### src/rlt_pkg.sv
package rlt_pkg;
  // register addresses on the special-function-register bus
  localparam logic [7:0] RLT_ADDR_CTRL = 8'hc8;
  localparam logic [7:0] RLT_ADDR_RELOAD_LO = 8'hca;
  localparam logic [7:0] RLT_ADDR_RELOAD_HI = 8'hcb;
  localparam logic [7:0] RLT_ADDR_COUNT_LO = 8'hcc;
  localparam logic [7:0] RLT_ADDR_COUNT_HI = 8'hcd;

  // control register field positions
  localparam int RLT_BIT_HIGH_FLAG = 7;
  localparam int RLT_BIT_LOW_FLAG = 6;
  localparam int RLT_BIT_LOW_IRQ_EN = 5;
  localparam int RLT_BIT_CAPTURE_EN = 4;
  localparam int RLT_BIT_SPLIT = 3;
  localparam int RLT_BIT_RUN = 2;
  localparam int RLT_BIT_EXT_SEL = 0;

  // reset values
  localparam logic [7:0] RLT_CTRL_RESET = 8'h00;
  localparam logic [7:0] RLT_BYTE_RESET = 8'h00;

  // byte and word wrap points
  localparam logic [7:0] RLT_BYTE_MAX = 8'hff;
  localparam logic [15:0] RLT_WORD_MAX = 16'hffff;

  // prescaler divisions
  localparam logic [3:0] RLT_SYS_DIV = 4'hc;
  localparam logic [2:0] RLT_EXT_DIV_LAST = 3'h7;
endpackage

### src/rlt_tick_if.sv
`timescale 1ns/1ps
`default_nettype none
interface rlt_tick_if;
  logic tick_sys12;
  logic tick_ext8;
  logic lfo_fall;
  modport src (output tick_sys12, output tick_ext8, output lfo_fall);
  modport snk (input tick_sys12, input tick_ext8, input lfo_fall);
endinterface
`default_nettype wire

### src/rlt_tick_gen.sv
`timescale 1ns/1ps
`default_nettype none
module rlt_tick_gen
  import rlt_pkg::*;
(
  input wire logic sys_clk, // system clock
  input wire logic rst_n, // async reset, active low
  input wire logic ext_clk, // external oscillator
  input wire logic lfo_out, // low-frequency oscillator output
  rlt_tick_if.src ticks // one-cycle count enables
);
  logic [3:0] div12_q, div12_d;
  logic [2:0] ext_sync_q, ext_sync_d;
  logic [2:0] ext_div_q, ext_div_d;
  logic [2:0] lfo_sync_q, lfo_sync_d;
  logic sys12_q, sys12_d;
  logic ext8_q, ext8_d;
  logic fall_q, fall_d;

  always_comb begin
    div12_d = div12_q + 4'h1;
    sys12_d = 1'b0;
    if (div12_q == RLT_SYS_DIV - 4'h1) begin
      div12_d = 4'h0;
      sys12_d = 1'b1;
    end
    ext_sync_d = {ext_sync_q[1:0], ext_clk};
    ext_div_d = ext_div_q;
    ext8_d = 1'b0;
    // only the second and third stages feed the edge detect
    if (ext_sync_q[1] && !ext_sync_q[2]) begin
      ext_div_d = ext_div_q + 3'h1;
      ext8_d = (ext_div_q == RLT_EXT_DIV_LAST);
    end
    lfo_sync_d = {lfo_sync_q[1:0], lfo_out};
    fall_d = lfo_sync_q[2] && !lfo_sync_q[1];
  end

  always_ff @(posedge sys_clk or negedge rst_n) begin
    if (!rst_n) begin
      div12_q <= 4'h0;
      ext_sync_q <= 3'h0;
      ext_div_q <= 3'h0;
      lfo_sync_q <= 3'h0;
      sys12_q <= 1'b0;
      ext8_q <= 1'b0;
      fall_q <= 1'b0;
    end else begin
      div12_q <= div12_d;
      ext_sync_q <= ext_sync_d;
      ext_div_q <= ext_div_d;
      lfo_sync_q <= lfo_sync_d;
      sys12_q <= sys12_d;
      ext8_q <= ext8_d;
      fall_q <= fall_d;
    end
  end

  assign ticks.tick_sys12 = sys12_q;
  assign ticks.tick_ext8 = ext8_q;
  assign ticks.lfo_fall = fall_q;
endmodule
`default_nettype wire

### src/rlt_timer.sv
// Summary of operation
// - 16-bit mode counts one word; on 0xFFFF wrap loads reload pair, sets high flag.
// - 16-bit mode with interrupt enabled requests an interrupt on every word overflow.
// - 16-bit mode plus low-byte enable also interrupts on each low-byte wrap.
// - split mode runs two 8-bit counters, each reloading from its own reload byte.
// - split mode: run control gates only the high counter; low always counts.
// - split mode: each byte's select picks system clock or the shared prescaled source.
// - low-byte select clocks whole timer in 16-bit mode, low counter in split.
// - high-byte select matters only in split mode.
// - external clock over eight is synchronised to the system clock first.
// - external select picks system clock over 12 or external clock over 8.
// - high flag sets whenever the high byte overflows from 0xFF and loads its reload byte.
// - low flag sets whenever the low byte wraps, in both modes.
// - split mode interrupts on high overflow, and on either with low enable.
// - hardware never clears the overflow flags; software clears them by writing.
// - capture with interrupt enabled copies count into reload pair on oscillator fall.
// - split bit selects 16-bit mode at 0 and two 8-bit counters at 1.
// - run bit stops counting at 0, allows it at 1; gates whole 16-bit counter, only the high counter in split mode.
// - control bit 1 reads zero and ignores writes.
// - low interrupt enable gates low-byte requests; the low flag sets regardless.
`timescale 1ns/1ps
`default_nettype none
module rlt_timer
  import rlt_pkg::*;
(
  input wire logic sys_clk, // system clock
  input wire logic rst_n, // async reset, active low
  input wire logic [7:0] sfr_addr, // register address
  input wire logic sfr_wr, // write strobe, one cycle
  input wire logic sfr_rd, // read strobe, one cycle
  input wire logic [7:0] sfr_wdata, // write data
  output logic [7:0] sfr_rdata, // read data, next cycle
  input wire logic timer_irq_enable, // timer interrupt enable from core
  input wire logic high_byte_clock_select, // high byte uses system clock
  input wire logic low_byte_clock_select, // low byte uses system clock
  input wire logic ext_clk, // external oscillator
  input wire logic lfo_out, // low-frequency oscillator output
  output logic timer_irq // interrupt request level
);
  rlt_tick_if ticks ();

  rlt_tick_gen u_tick (
    .sys_clk(sys_clk),
    .rst_n(rst_n),
    .ext_clk(ext_clk),
    .lfo_out(lfo_out),
    .ticks(ticks.src)
  );

  logic high_flag_q, high_flag_d;
  logic low_flag_q, low_flag_d;
  logic low_irq_en_q, low_irq_en_d;
  logic capture_en_q, capture_en_d;
  logic split_q, split_d;
  logic run_q, run_d;
  logic ext_sel_q, ext_sel_d;
  logic [7:0] count_lo_q, count_lo_d;
  logic [7:0] count_hi_q, count_hi_d;
  logic [7:0] reload_lo_q, reload_lo_d;
  logic [7:0] reload_hi_q, reload_hi_d;
  logic [7:0] rdata_q, rdata_d;
  logic irq_q, irq_d;
  logic step_lo, step_hi, wrap_lo, wrap_hi, capture;
  logic [15:0] count_word;
  logic [7:0] ctrl_view;

  function automatic logic pick_tick(input logic use_sys, input logic ext_sel,
                                     input logic tick_sys12, input logic tick_ext8);
    logic t;
    t = ext_sel ? tick_ext8 : tick_sys12;
    pick_tick = use_sys ? 1'b1 : t;
  endfunction

  assign count_word = {count_hi_q, count_lo_q};

  always_comb begin
    ctrl_view = 8'h00;
    ctrl_view[RLT_BIT_HIGH_FLAG] = high_flag_q;
    ctrl_view[RLT_BIT_LOW_FLAG] = low_flag_q;
    ctrl_view[RLT_BIT_LOW_IRQ_EN] = low_irq_en_q;
    ctrl_view[RLT_BIT_CAPTURE_EN] = capture_en_q;
    ctrl_view[RLT_BIT_SPLIT] = split_q;
    ctrl_view[RLT_BIT_RUN] = run_q;
    ctrl_view[RLT_BIT_EXT_SEL] = ext_sel_q;
  end

  // count enables
  always_comb begin
    // low select clocks the whole word in 16-bit mode
    step_lo = pick_tick(low_byte_clock_select, ext_sel_q, ticks.tick_sys12, ticks.tick_ext8);
    // high select only in split mode
    step_hi = pick_tick(high_byte_clock_select, ext_sel_q, ticks.tick_sys12, ticks.tick_ext8);
    if (split_q) begin
      // low byte free-running in split mode
      step_hi = step_hi && run_q;
    end else begin
      step_lo = step_lo && run_q;
      // high byte carries from low wrap
      step_hi = step_lo && (count_lo_q == RLT_BYTE_MAX);
    end
    wrap_lo = step_lo && (count_lo_q == RLT_BYTE_MAX);
    wrap_hi = step_hi && (count_hi_q == RLT_BYTE_MAX);
    capture = ticks.lfo_fall && capture_en_q && timer_irq_enable;
  end

  // counter and reload bytes
  always_comb begin
    count_lo_d = count_lo_q;
    count_hi_d = count_hi_q;
    reload_lo_d = reload_lo_q;
    reload_hi_d = reload_hi_q;
    // software writes, overridden below by hardware loads
    if (sfr_wr) begin
      if (sfr_addr == RLT_ADDR_COUNT_LO) begin
        count_lo_d = sfr_wdata;
      end else if (sfr_addr == RLT_ADDR_COUNT_HI) begin
        count_hi_d = sfr_wdata;
      end else if (sfr_addr == RLT_ADDR_RELOAD_LO) begin
        reload_lo_d = sfr_wdata;
      end else if (sfr_addr == RLT_ADDR_RELOAD_HI) begin
        reload_hi_d = sfr_wdata;
      end
    end
    if (split_q) begin
      if (step_lo && !(sfr_wr && sfr_addr == RLT_ADDR_COUNT_LO)) begin
        count_lo_d = wrap_lo ? reload_lo_q : count_lo_q + 8'h01;
      end else if (wrap_lo) begin
        count_lo_d = reload_lo_q;
      end
      if (step_hi && !(sfr_wr && sfr_addr == RLT_ADDR_COUNT_HI)) begin
        count_hi_d = wrap_hi ? reload_hi_q : count_hi_q + 8'h01;
      end else if (wrap_hi) begin
        count_hi_d = reload_hi_q;
      end
    end else if (step_lo) begin
      if (count_word == RLT_WORD_MAX) begin
        count_lo_d = reload_lo_q;
        count_hi_d = reload_hi_q;
      end else begin
        // a plain increment yields to a software byte write
        if (!(sfr_wr && sfr_addr == RLT_ADDR_COUNT_LO)) begin
          count_lo_d = count_lo_q + 8'h01;
        end
        if (wrap_lo && !(sfr_wr && sfr_addr == RLT_ADDR_COUNT_HI)) begin
          count_hi_d = count_hi_q + 8'h01;
        end
      end
    end
    // copy running count into reload pair
    if (capture) begin
      reload_lo_d = count_lo_q;
      reload_hi_d = count_hi_q;
    end
  end

  // control register
  always_comb begin
    high_flag_d = high_flag_q;
    low_flag_d = low_flag_q;
    low_irq_en_d = low_irq_en_q;
    capture_en_d = capture_en_q;
    split_d = split_q;
    run_d = run_q;
    ext_sel_d = ext_sel_q;
    // flags cleared only by software write
    if (sfr_wr && sfr_addr == RLT_ADDR_CTRL) begin
      high_flag_d = sfr_wdata[RLT_BIT_HIGH_FLAG];
      low_flag_d = sfr_wdata[RLT_BIT_LOW_FLAG];
      low_irq_en_d = sfr_wdata[RLT_BIT_LOW_IRQ_EN];
      capture_en_d = sfr_wdata[RLT_BIT_CAPTURE_EN];
      split_d = sfr_wdata[RLT_BIT_SPLIT];
      run_d = sfr_wdata[RLT_BIT_RUN];
      ext_sel_d = sfr_wdata[RLT_BIT_EXT_SEL];
    end
    // high flag on high byte wrap; set beats a same-cycle clear
    if (wrap_hi) begin
      high_flag_d = 1'b1;
    end
    if (wrap_lo) begin
      low_flag_d = 1'b1;
    end
  end

  // read data and interrupt request
  always_comb begin
    rdata_d = rdata_q;
    if (sfr_rd) begin
      if (sfr_addr == RLT_ADDR_CTRL) begin
        rdata_d = ctrl_view;
      end else if (sfr_addr == RLT_ADDR_RELOAD_LO) begin
        rdata_d = reload_lo_q;
      end else if (sfr_addr == RLT_ADDR_RELOAD_HI) begin
        rdata_d = reload_hi_q;
      end else if (sfr_addr == RLT_ADDR_COUNT_LO) begin
        rdata_d = count_lo_q;
      end else if (sfr_addr == RLT_ADDR_COUNT_HI) begin
        rdata_d = count_hi_q;
      end else begin
        rdata_d = 8'h00;
      end
    end
    // high overflow request, low request gated by its enable
    irq_d = timer_irq_enable && (high_flag_q || (low_irq_en_q && low_flag_q));
    irq_d = irq_d || capture;
  end

  always_ff @(posedge sys_clk or negedge rst_n) begin
    if (!rst_n) begin
      high_flag_q <= RLT_CTRL_RESET[RLT_BIT_HIGH_FLAG];
      low_flag_q <= RLT_CTRL_RESET[RLT_BIT_LOW_FLAG];
      low_irq_en_q <= RLT_CTRL_RESET[RLT_BIT_LOW_IRQ_EN];
      capture_en_q <= RLT_CTRL_RESET[RLT_BIT_CAPTURE_EN];
      split_q <= RLT_CTRL_RESET[RLT_BIT_SPLIT];
      run_q <= RLT_CTRL_RESET[RLT_BIT_RUN];
      ext_sel_q <= RLT_CTRL_RESET[RLT_BIT_EXT_SEL];
      count_lo_q <= RLT_BYTE_RESET;
      count_hi_q <= RLT_BYTE_RESET;
      reload_lo_q <= RLT_BYTE_RESET;
      reload_hi_q <= RLT_BYTE_RESET;
      rdata_q <= 8'h00;
      irq_q <= 1'b0;
    end else begin
      high_flag_q <= high_flag_d;
      low_flag_q <= low_flag_d;
      low_irq_en_q <= low_irq_en_d;
      capture_en_q <= capture_en_d;
      split_q <= split_d;
      run_q <= run_d;
      ext_sel_q <= ext_sel_d;
      count_lo_q <= count_lo_d;
      count_hi_q <= count_hi_d;
      reload_lo_q <= reload_lo_d;
      reload_hi_q <= reload_hi_d;
      rdata_q <= rdata_d;
      irq_q <= irq_d;
    end
  end

  assign sfr_rdata = rdata_q;
  assign timer_irq = irq_q;
endmodule
`default_nettype wire

### config.mk
export PLATFORM = sky130hd
export DESIGN_NAME = rlt_timer
export DESIGN_NICKNAME = d
export VERILOG_FILES = /design/src/rlt_pkg.sv /design/src/rlt_tick_if.sv /design/src/rlt_tick_gen.sv /design/src/rlt_timer.sv
export SDC_FILE = /design/constraint.sdc
export NUM_CORES = 1
export LEC_CHECK = 0
export BUFFER_PORTS_ARGS = -buffer_cell sky130_fd_sc_hd__clkbuf_2
export CORE_MARGIN = 4
export CORE_UTILIZATION = 45
export CTS_CLUSTER_DIAMETER = 30
export CTS_CLUSTER_SIZE = 10
export DETAILED_ROUTE_END_ITERATION = 8
export GPL_TIMING_DRIVEN = 0
export PLACE_DENSITY = 0.61
export SETUP_SLACK_MARGIN = 0.5
export SLEW_MARGIN = 20
export SYNTH_ARGS = -nofsm -noshare
export SYNTH_HDL_FRONTEND = slang
export SYNTH_SLANG_ARGS = --single-unit
export TNS_END_PERCENT = 100
### constraint.sdc
create_clock -name sys_clk -period 3.19 [get_ports sys_clk]
set_clock_uncertainty 0.1 [all_clocks]
set_input_delay 0.1595 -clock sys_clk [delete_from_list [all_inputs] [get_ports sys_clk]]
set_output_delay 0.1595 -clock sys_clk [all_outputs]
set_load 0.05 [all_outputs]
* Word-level counts from Yosys, hierarchy flattened
Index checks and enable logic that the tools add are counted.
** Storage, ports and cells
- Bits in registers :: 64
- Output and inout port bits :: 9
- Logic and storage cells :: 114
** Cells by class
- Add/sub/neg operators :: 4
- Eq/ne operators :: 13
- Mux-type cells :: 47
- Reduce and logical (&&, ||, !) cells :: 30
** Operator list (count)
- 8-bit two-way mux :: 35
- 8-bit equality test (second input constant) :: 7
- 1-bit logical AND :: 17
- 8-bit by 1-bit adder with 8-bit output (second input constant) :: 2
- 16-bit equality test (second input constant) :: 1
- 1-bit two-way mux :: 11
- 2-bit nonzero test :: 5
- 2-bit != test (second input constant) :: 3
- 5-bit AND reduction :: 1
- 4-bit by 1-bit adder with 4-bit output (second input constant) :: 1
- 4-bit equality test (second input constant) :: 1
- 1-bit zero test :: 4
- 4-bit two-way mux :: 1
- 4-bit AND reduction :: 1
- 3-bit by 1-bit adder with 3-bit output (second input constant) :: 1
- 3-bit equality test (second input constant) :: 1
- 1-bit logical OR :: 2

* Logic depth before layout (Yosys ltp)
- Depth in word-level cells :: 10
- Depth in mapped cells :: 9
- Gate-level depth less buffers :: 7

* Modules after synthesis
From an unflattened synthesis, not the netlist that was laid out.
** Unflattened totals
- Cells, all modules :: 447
- Area, all modules :: 4100.2 um^2
** By module, submodules not included
- rlt_timer :: instances 1, cells an instance 413, area each 3532.1 um^2
- rlt_tick_gen :: instances 1, cells an instance 34, area each 568.0 um^2

* Worst setup path before layout
Ideal clock, no wire load.
- Path type :: flip-flop to flip-flop
- From :: reg count_lo_q[1]
- To :: reg count_hi_q[4]
- Library setup time :: 145 ps
- Arrival time :: 1853 ps
- Required time :: 2945 ps
- Setup slack :: 1092 ps
- Stages on the path, launching flop included :: 8
- Path buffers :: 0
- Path through :: dfrtp_1 > ha_1 > nand4_1 > nor4_4 > and2_1 > nor4_1 > a311oi_1 > a32oi_1
** On the way
- Word-level cells in the longest chain between the ends :: 7
- Elaborated cells on any way between the ends :: 15
- Those cells by class :: eq/ne (2); mux (8); reduce/logical (5)
** Ends and longest elaborated chain
- start: declaration :: line rlt_timer.sv:57 : logic [7:0] count_lo_q, count_lo_d;
- start signal: assignment :: line rlt_timer.sv:230 : count_lo_q <= count_lo_d;
- 8-bit equality test :: line rlt_timer.sv:99, rlt_timer.sv:101
- 1-bit logical AND, on equally long branches :: line rlt_timer.sv:101, rlt_timer.sv:99
- 1-bit logical AND / 1-bit two-way mux (equally long branches) :: line rlt_timer.sv:144, rlt_timer.sv:93
- 8-bit two-way mux / 1-bit logical AND (equally long branches) :: line rlt_timer.sv:144, rlt_timer.sv:102
- 8-bit two-way mux, on equally long branches :: line rlt_timer.sv:136, rlt_timer.sv:131, rlt_timer.sv:132
- 8-bit two-way mux, on equally long branches :: line rlt_timer.sv:135, rlt_timer.sv:130
- 8-bit two-way mux (*) :: line rlt_timer.sv:124 : if (split_q) begin
- named net count_hi_d[4] :: line rlt_timer.sv:58 : logic [7:0] count_hi_q, count_hi_d;
- end signal: assignment :: line rlt_timer.sv:231 : count_hi_q <= count_hi_d;
- end: declaration :: line rlt_timer.sv:58
The timed path passes the listed nets; every way through them passes the cells marked *.
A chain may end at the register's enable or synchronous reset.

* Worst setup path after layout
Same ends and word-level chain as after synthesis.

==> impl_results.md <==
- Status: completed
- Most used DFF post-synth: dfrtp_1
- Vias: 3549
- Leakage: 1.93 nW
- Global route total overflow: 0
- Compound-Gate Fraction of Synth Area: 20.9%
- Synth Register Bits: 64
- Final setup violation count: 0
- Post-synth EDFFs: 0
- Largest net degree at the start of global routing: 48
- Post-DP HPWL: 8.36 mm
- CTS tree: yes
- Clock slew at reported path FFs: 100 ps
- Final RePlAce weighted congestion: 0.889
- Worst R2R Path Depth: 7
- Min cycle time layout: 2640 ps
- DR iter-0 viols: 294
- Power Density: 565 nW/um^2
- Synth top area share: 40.1%
- # DRC: 0
- XOR/XNOR Fraction of Synth Area: 3.72%
- Gate Count Post-Synth: 430
- Reg-to-reg critical path endpoint: count_hi_q[4]
- Synth Warn #: 0
- FP Rows: 34
- Setup CP Type: reg2reg
- First-pass GRT wire length: 18.8 mm
- Post-Synthesis Cell Area: 4000 sq um
- Largest cells by area after synthesis: dfrtp_1 (40%), mux2i_1 (7.5%), nand2_1 (5.4%)
- Worst setup endpoint: count_hi_q[4]
- Dominant cell type by area after synthesis: dfrtp_1
- Ys async rst share: 100%
- Drt wl/cell: 19.6 um
- Launch point of the critical path: count_lo_q[1]
- Antenna violations before repair: 0
- Clock Latency Late Sink: 350 ps
- I/O Buffers: 32
- Register area share after synthesis: 40.1%
- Maxcap violations: 0
- Final worst-path cycle share: 82.6%
- Routed vias/inst: 5.96
- Synthesized Nets: 460
- H-tree Lvls: 3
- Max stage delay cell, worst path: dfrtp_1
- WP data arrival: 2730 ps
- Final #Nets: 512
- Buf+Inv Stages, Crit Path: 0
- Main combinational cell family by area after synthesis: compound AO/OA/AOI/OAI gates
- Num ports: 34
- Layout area overhead: 16.1%
- Final hold vios: 0
- Post-Synth Simple-Gate Area: 18.9%
- Die Ht: 102 um
- # clock sinks: 64
- Die area: 10500 sq um
- Critical Path, Cell by Cell: ha_1, and4_1, o2111ai_2, nor2_1, nor4_1, a311oi_1, a32oi_1
- Mux share of post-synthesis cell area: 10.1%
- Antenna Violating Nets Remaining: 0
- TritonCTS buffer count: 9
- Worst Max-Slew Pin Slew: 721 ps
- Worst reg2reg setup slack: 550 ps
- Syn Area/Cell: 9.30 sq um
- Antenna fix cells: 0
- Clock Root Buffer: clkbuf_8
- WP depth: 7
- Die Span X: 102 um
- Initial core utilization: 46.1%
- Rel. slew slack: 51.7%
- Post-synth cell types: 61
- WHS: 42.9 ps
- Number of global-route vias before repair: 3563
- Critical Path Sink Type: flop
- Setup TNS: 0 ps
- Startpoint Class: flop
- Worst Path Required: 3280 ps
- VDD IR max: 0.424 mV
- Worst path max stage delay: 520 ps
- Worst min path class: in2reg
- CP max FO: 7
- Drt total wl: 11.7 mm
- RSZ-0062 raised after global routing: false
- Share of cells above drive strength 1: 20.9%
- Reg2reg start: count_lo_q[1]
- Fmax: 379 MHz
- Layout Utilization: 53.5%
- CP delay by family, top: simple AND/OR/NAND/NOR gates
- DR pass1 iterations: 5
- Clk buf depth: 2
- Gr usage total: 23.4%
- Post-Synth Adder-Cell Area: 1.56%
- Max-slew violations: 0
- Core area: 8680 sq um
## routing by layer
metal  GRT usage [%]  vias up  share of wire, %
li1                -     1674                 -
met1            31.2     1738                44
met2            38.5      111                48
met3            3.48       26               5.2
met4            9.08        0               2.8
met5               0        -                 0
## through the flow
step / std cells / power [mW] / worst slack (ps) / area, sq um
detailed placement: 571 / 1.80 / 585 / 4320
global route: 595 / 2.76 / 493 / 4640
finish: 595 / 2.62 / 554 / 4640
global placement: 570 / 1.78 / 550 / 4290
floorplan: 430 / 1.60 / 1090 / 4000
CTS: 591 / 2.62 / 560 / 4590
## cell usage after synthesis, types with 3 or more instances
library cell and number:
dfrtp_1 64, nand2_1 58, nor2_1 34, o21ai_0 32, mux2i_1 30, a21oi_1 23, buf_2 12, o21ai_1 11
a221oi_1 10, xnor2_1 10, clkbuf_1 9, nand3_1 9, mux2_2 8, a211oi_1 7, and3_1 7, xor2_1 7
ha_1 5, inv_1 5, nor3_2 5, and2_1 4, buf_6 4, nand4_1 4, o21a_1 4, o22ai_1 4
or3_1 4, a221o_1 3, and4_1 3, buf_4 3, nand2b_1 3, nor2b_1 3, o221ai_1 3
## timing repair
item / 4_1_cts / 5_1_grt
hold endpoints to repair: 67 / 0
endpoints found under the setup margin: 0 / 9
gates resized for setup: 0 / 1
hold buffers: 4 / 0
buffers inserted: 0 / 4
## flip-flops by register name, indices dropped and copies added (netlist names)
register	cells
sfr_rdata	8
u_tick.div12_q	4
reload_lo_q	8
u_tick.lfo_sync_q	3
low_flag_q	1
high_flag_q	1
timer_irq	1
u_tick.ext_div_q	3
reload_hi_q	8
ext_sel_q	1
u_tick.ticks.lfo_fall	1
low_irq_en_q	1
u_tick.ticks.tick_ext8	1
split_q	1
count_hi_q	8
run_q	1
count_lo_q	8
u_tick.ticks.tick_sys12	1
u_tick.ext_sync_q	3
capture_en_q	1
## where the power goes
part | leakage [nW] | internal [mW] | switching (mW)
Clock | 0.110 | 0.448 | 0.368
Sequential | 0.824 | 0.929 | 0.0927
Combinational | 0.996 | 0.334 | 0.448
Total | 1.93 | 1.71 | 0.908
## final cells by class
| type | count | area (sq um) |
|---|---|---|
| fillers | 815 | 4040 |
| multi-input cells | 331 | 2220 |
| flip-flops and latches | 64 | 1600 |
| repair buffers | 41 | 273 |
| plain buffers | 30 | 169 |
| well taps | 108 | 135 |
| clock buffers | 9 | 124 |
| clock inverters | 7 | 103 |
| inverters | 5 | 18.8 |
## logic make-up after synthesis
group           count (synthesis)
xor+xnor                       17
buf+inv                        35
fa+ha+maj                       5
compound gates                122
mux                            39
flops                          64
simple gates                  148
## tightest hold or removal path, cell delays in order
cell and delay (ps):
clkbuf_2 140, nand3_1 80, nand3_1 70
## cells in the final DEF (no fill, tap or decap), types with 3 or more instances in the layout
| cell | count |
|---|---|
| a221o_1 | 3 |
| buf_2 | 12 |
| dlygate4sd3_1 | 4 |
| xnor2_1 | 10 |
| mux2_2 | 8 |
| dfrtp_1 | 64 |
| nor2b_1 | 3 |
| a221oi_1 | 10 |
| o221ai_1 | 3 |
| o22ai_1 | 4 |
| and4_1 | 3 |
| mux2i_1 | 30 |
| a211oi_1 | 7 |
| nand4_1 | 4 |
| nand2_1 | 58 |
| nor2_1 | 34 |
| xor2_1 | 7 |
| inv_1 | 5 |
| buf_4 | 6 |
| nand3_1 | 9 |
| clkbuf_1 | 9 |
| nand2b_1 | 3 |
| a21oi_1 | 23 |
| nor3_2 | 5 |
| clkbuf_2 | 31 |
| and3_1 | 7 |
| or3_1 | 4 |
| o21a_1 | 4 |
| buf_6 | 4 |
| o21ai_0 | 32 |
| o21ai_1 | 11 |
| clkbuf_8 | 9 |
| ha_1 | 5 |
| and2_1 | 4 |
## how the worst min path moves through the flow
stage	depth (start not counted)	to	from	slack, ps
2_1_floorplan	0	capture_en_q	rst_n	-240
3_3_place_gp	1	u_tick.lfo_sync_q[0]	lfo_out	170
3_5_place_dp	1	count_lo_q[5]	rst_n	-2
4_1_cts	3	low_flag_q	sfr_wdata[6]	40
5_1_grt	3	low_flag_q	sfr_wdata[6]	60
6_report	3	low_flag_q	sfr_wdata[6]	40
No activity file was read; power rests on OpenSTA's default activity.
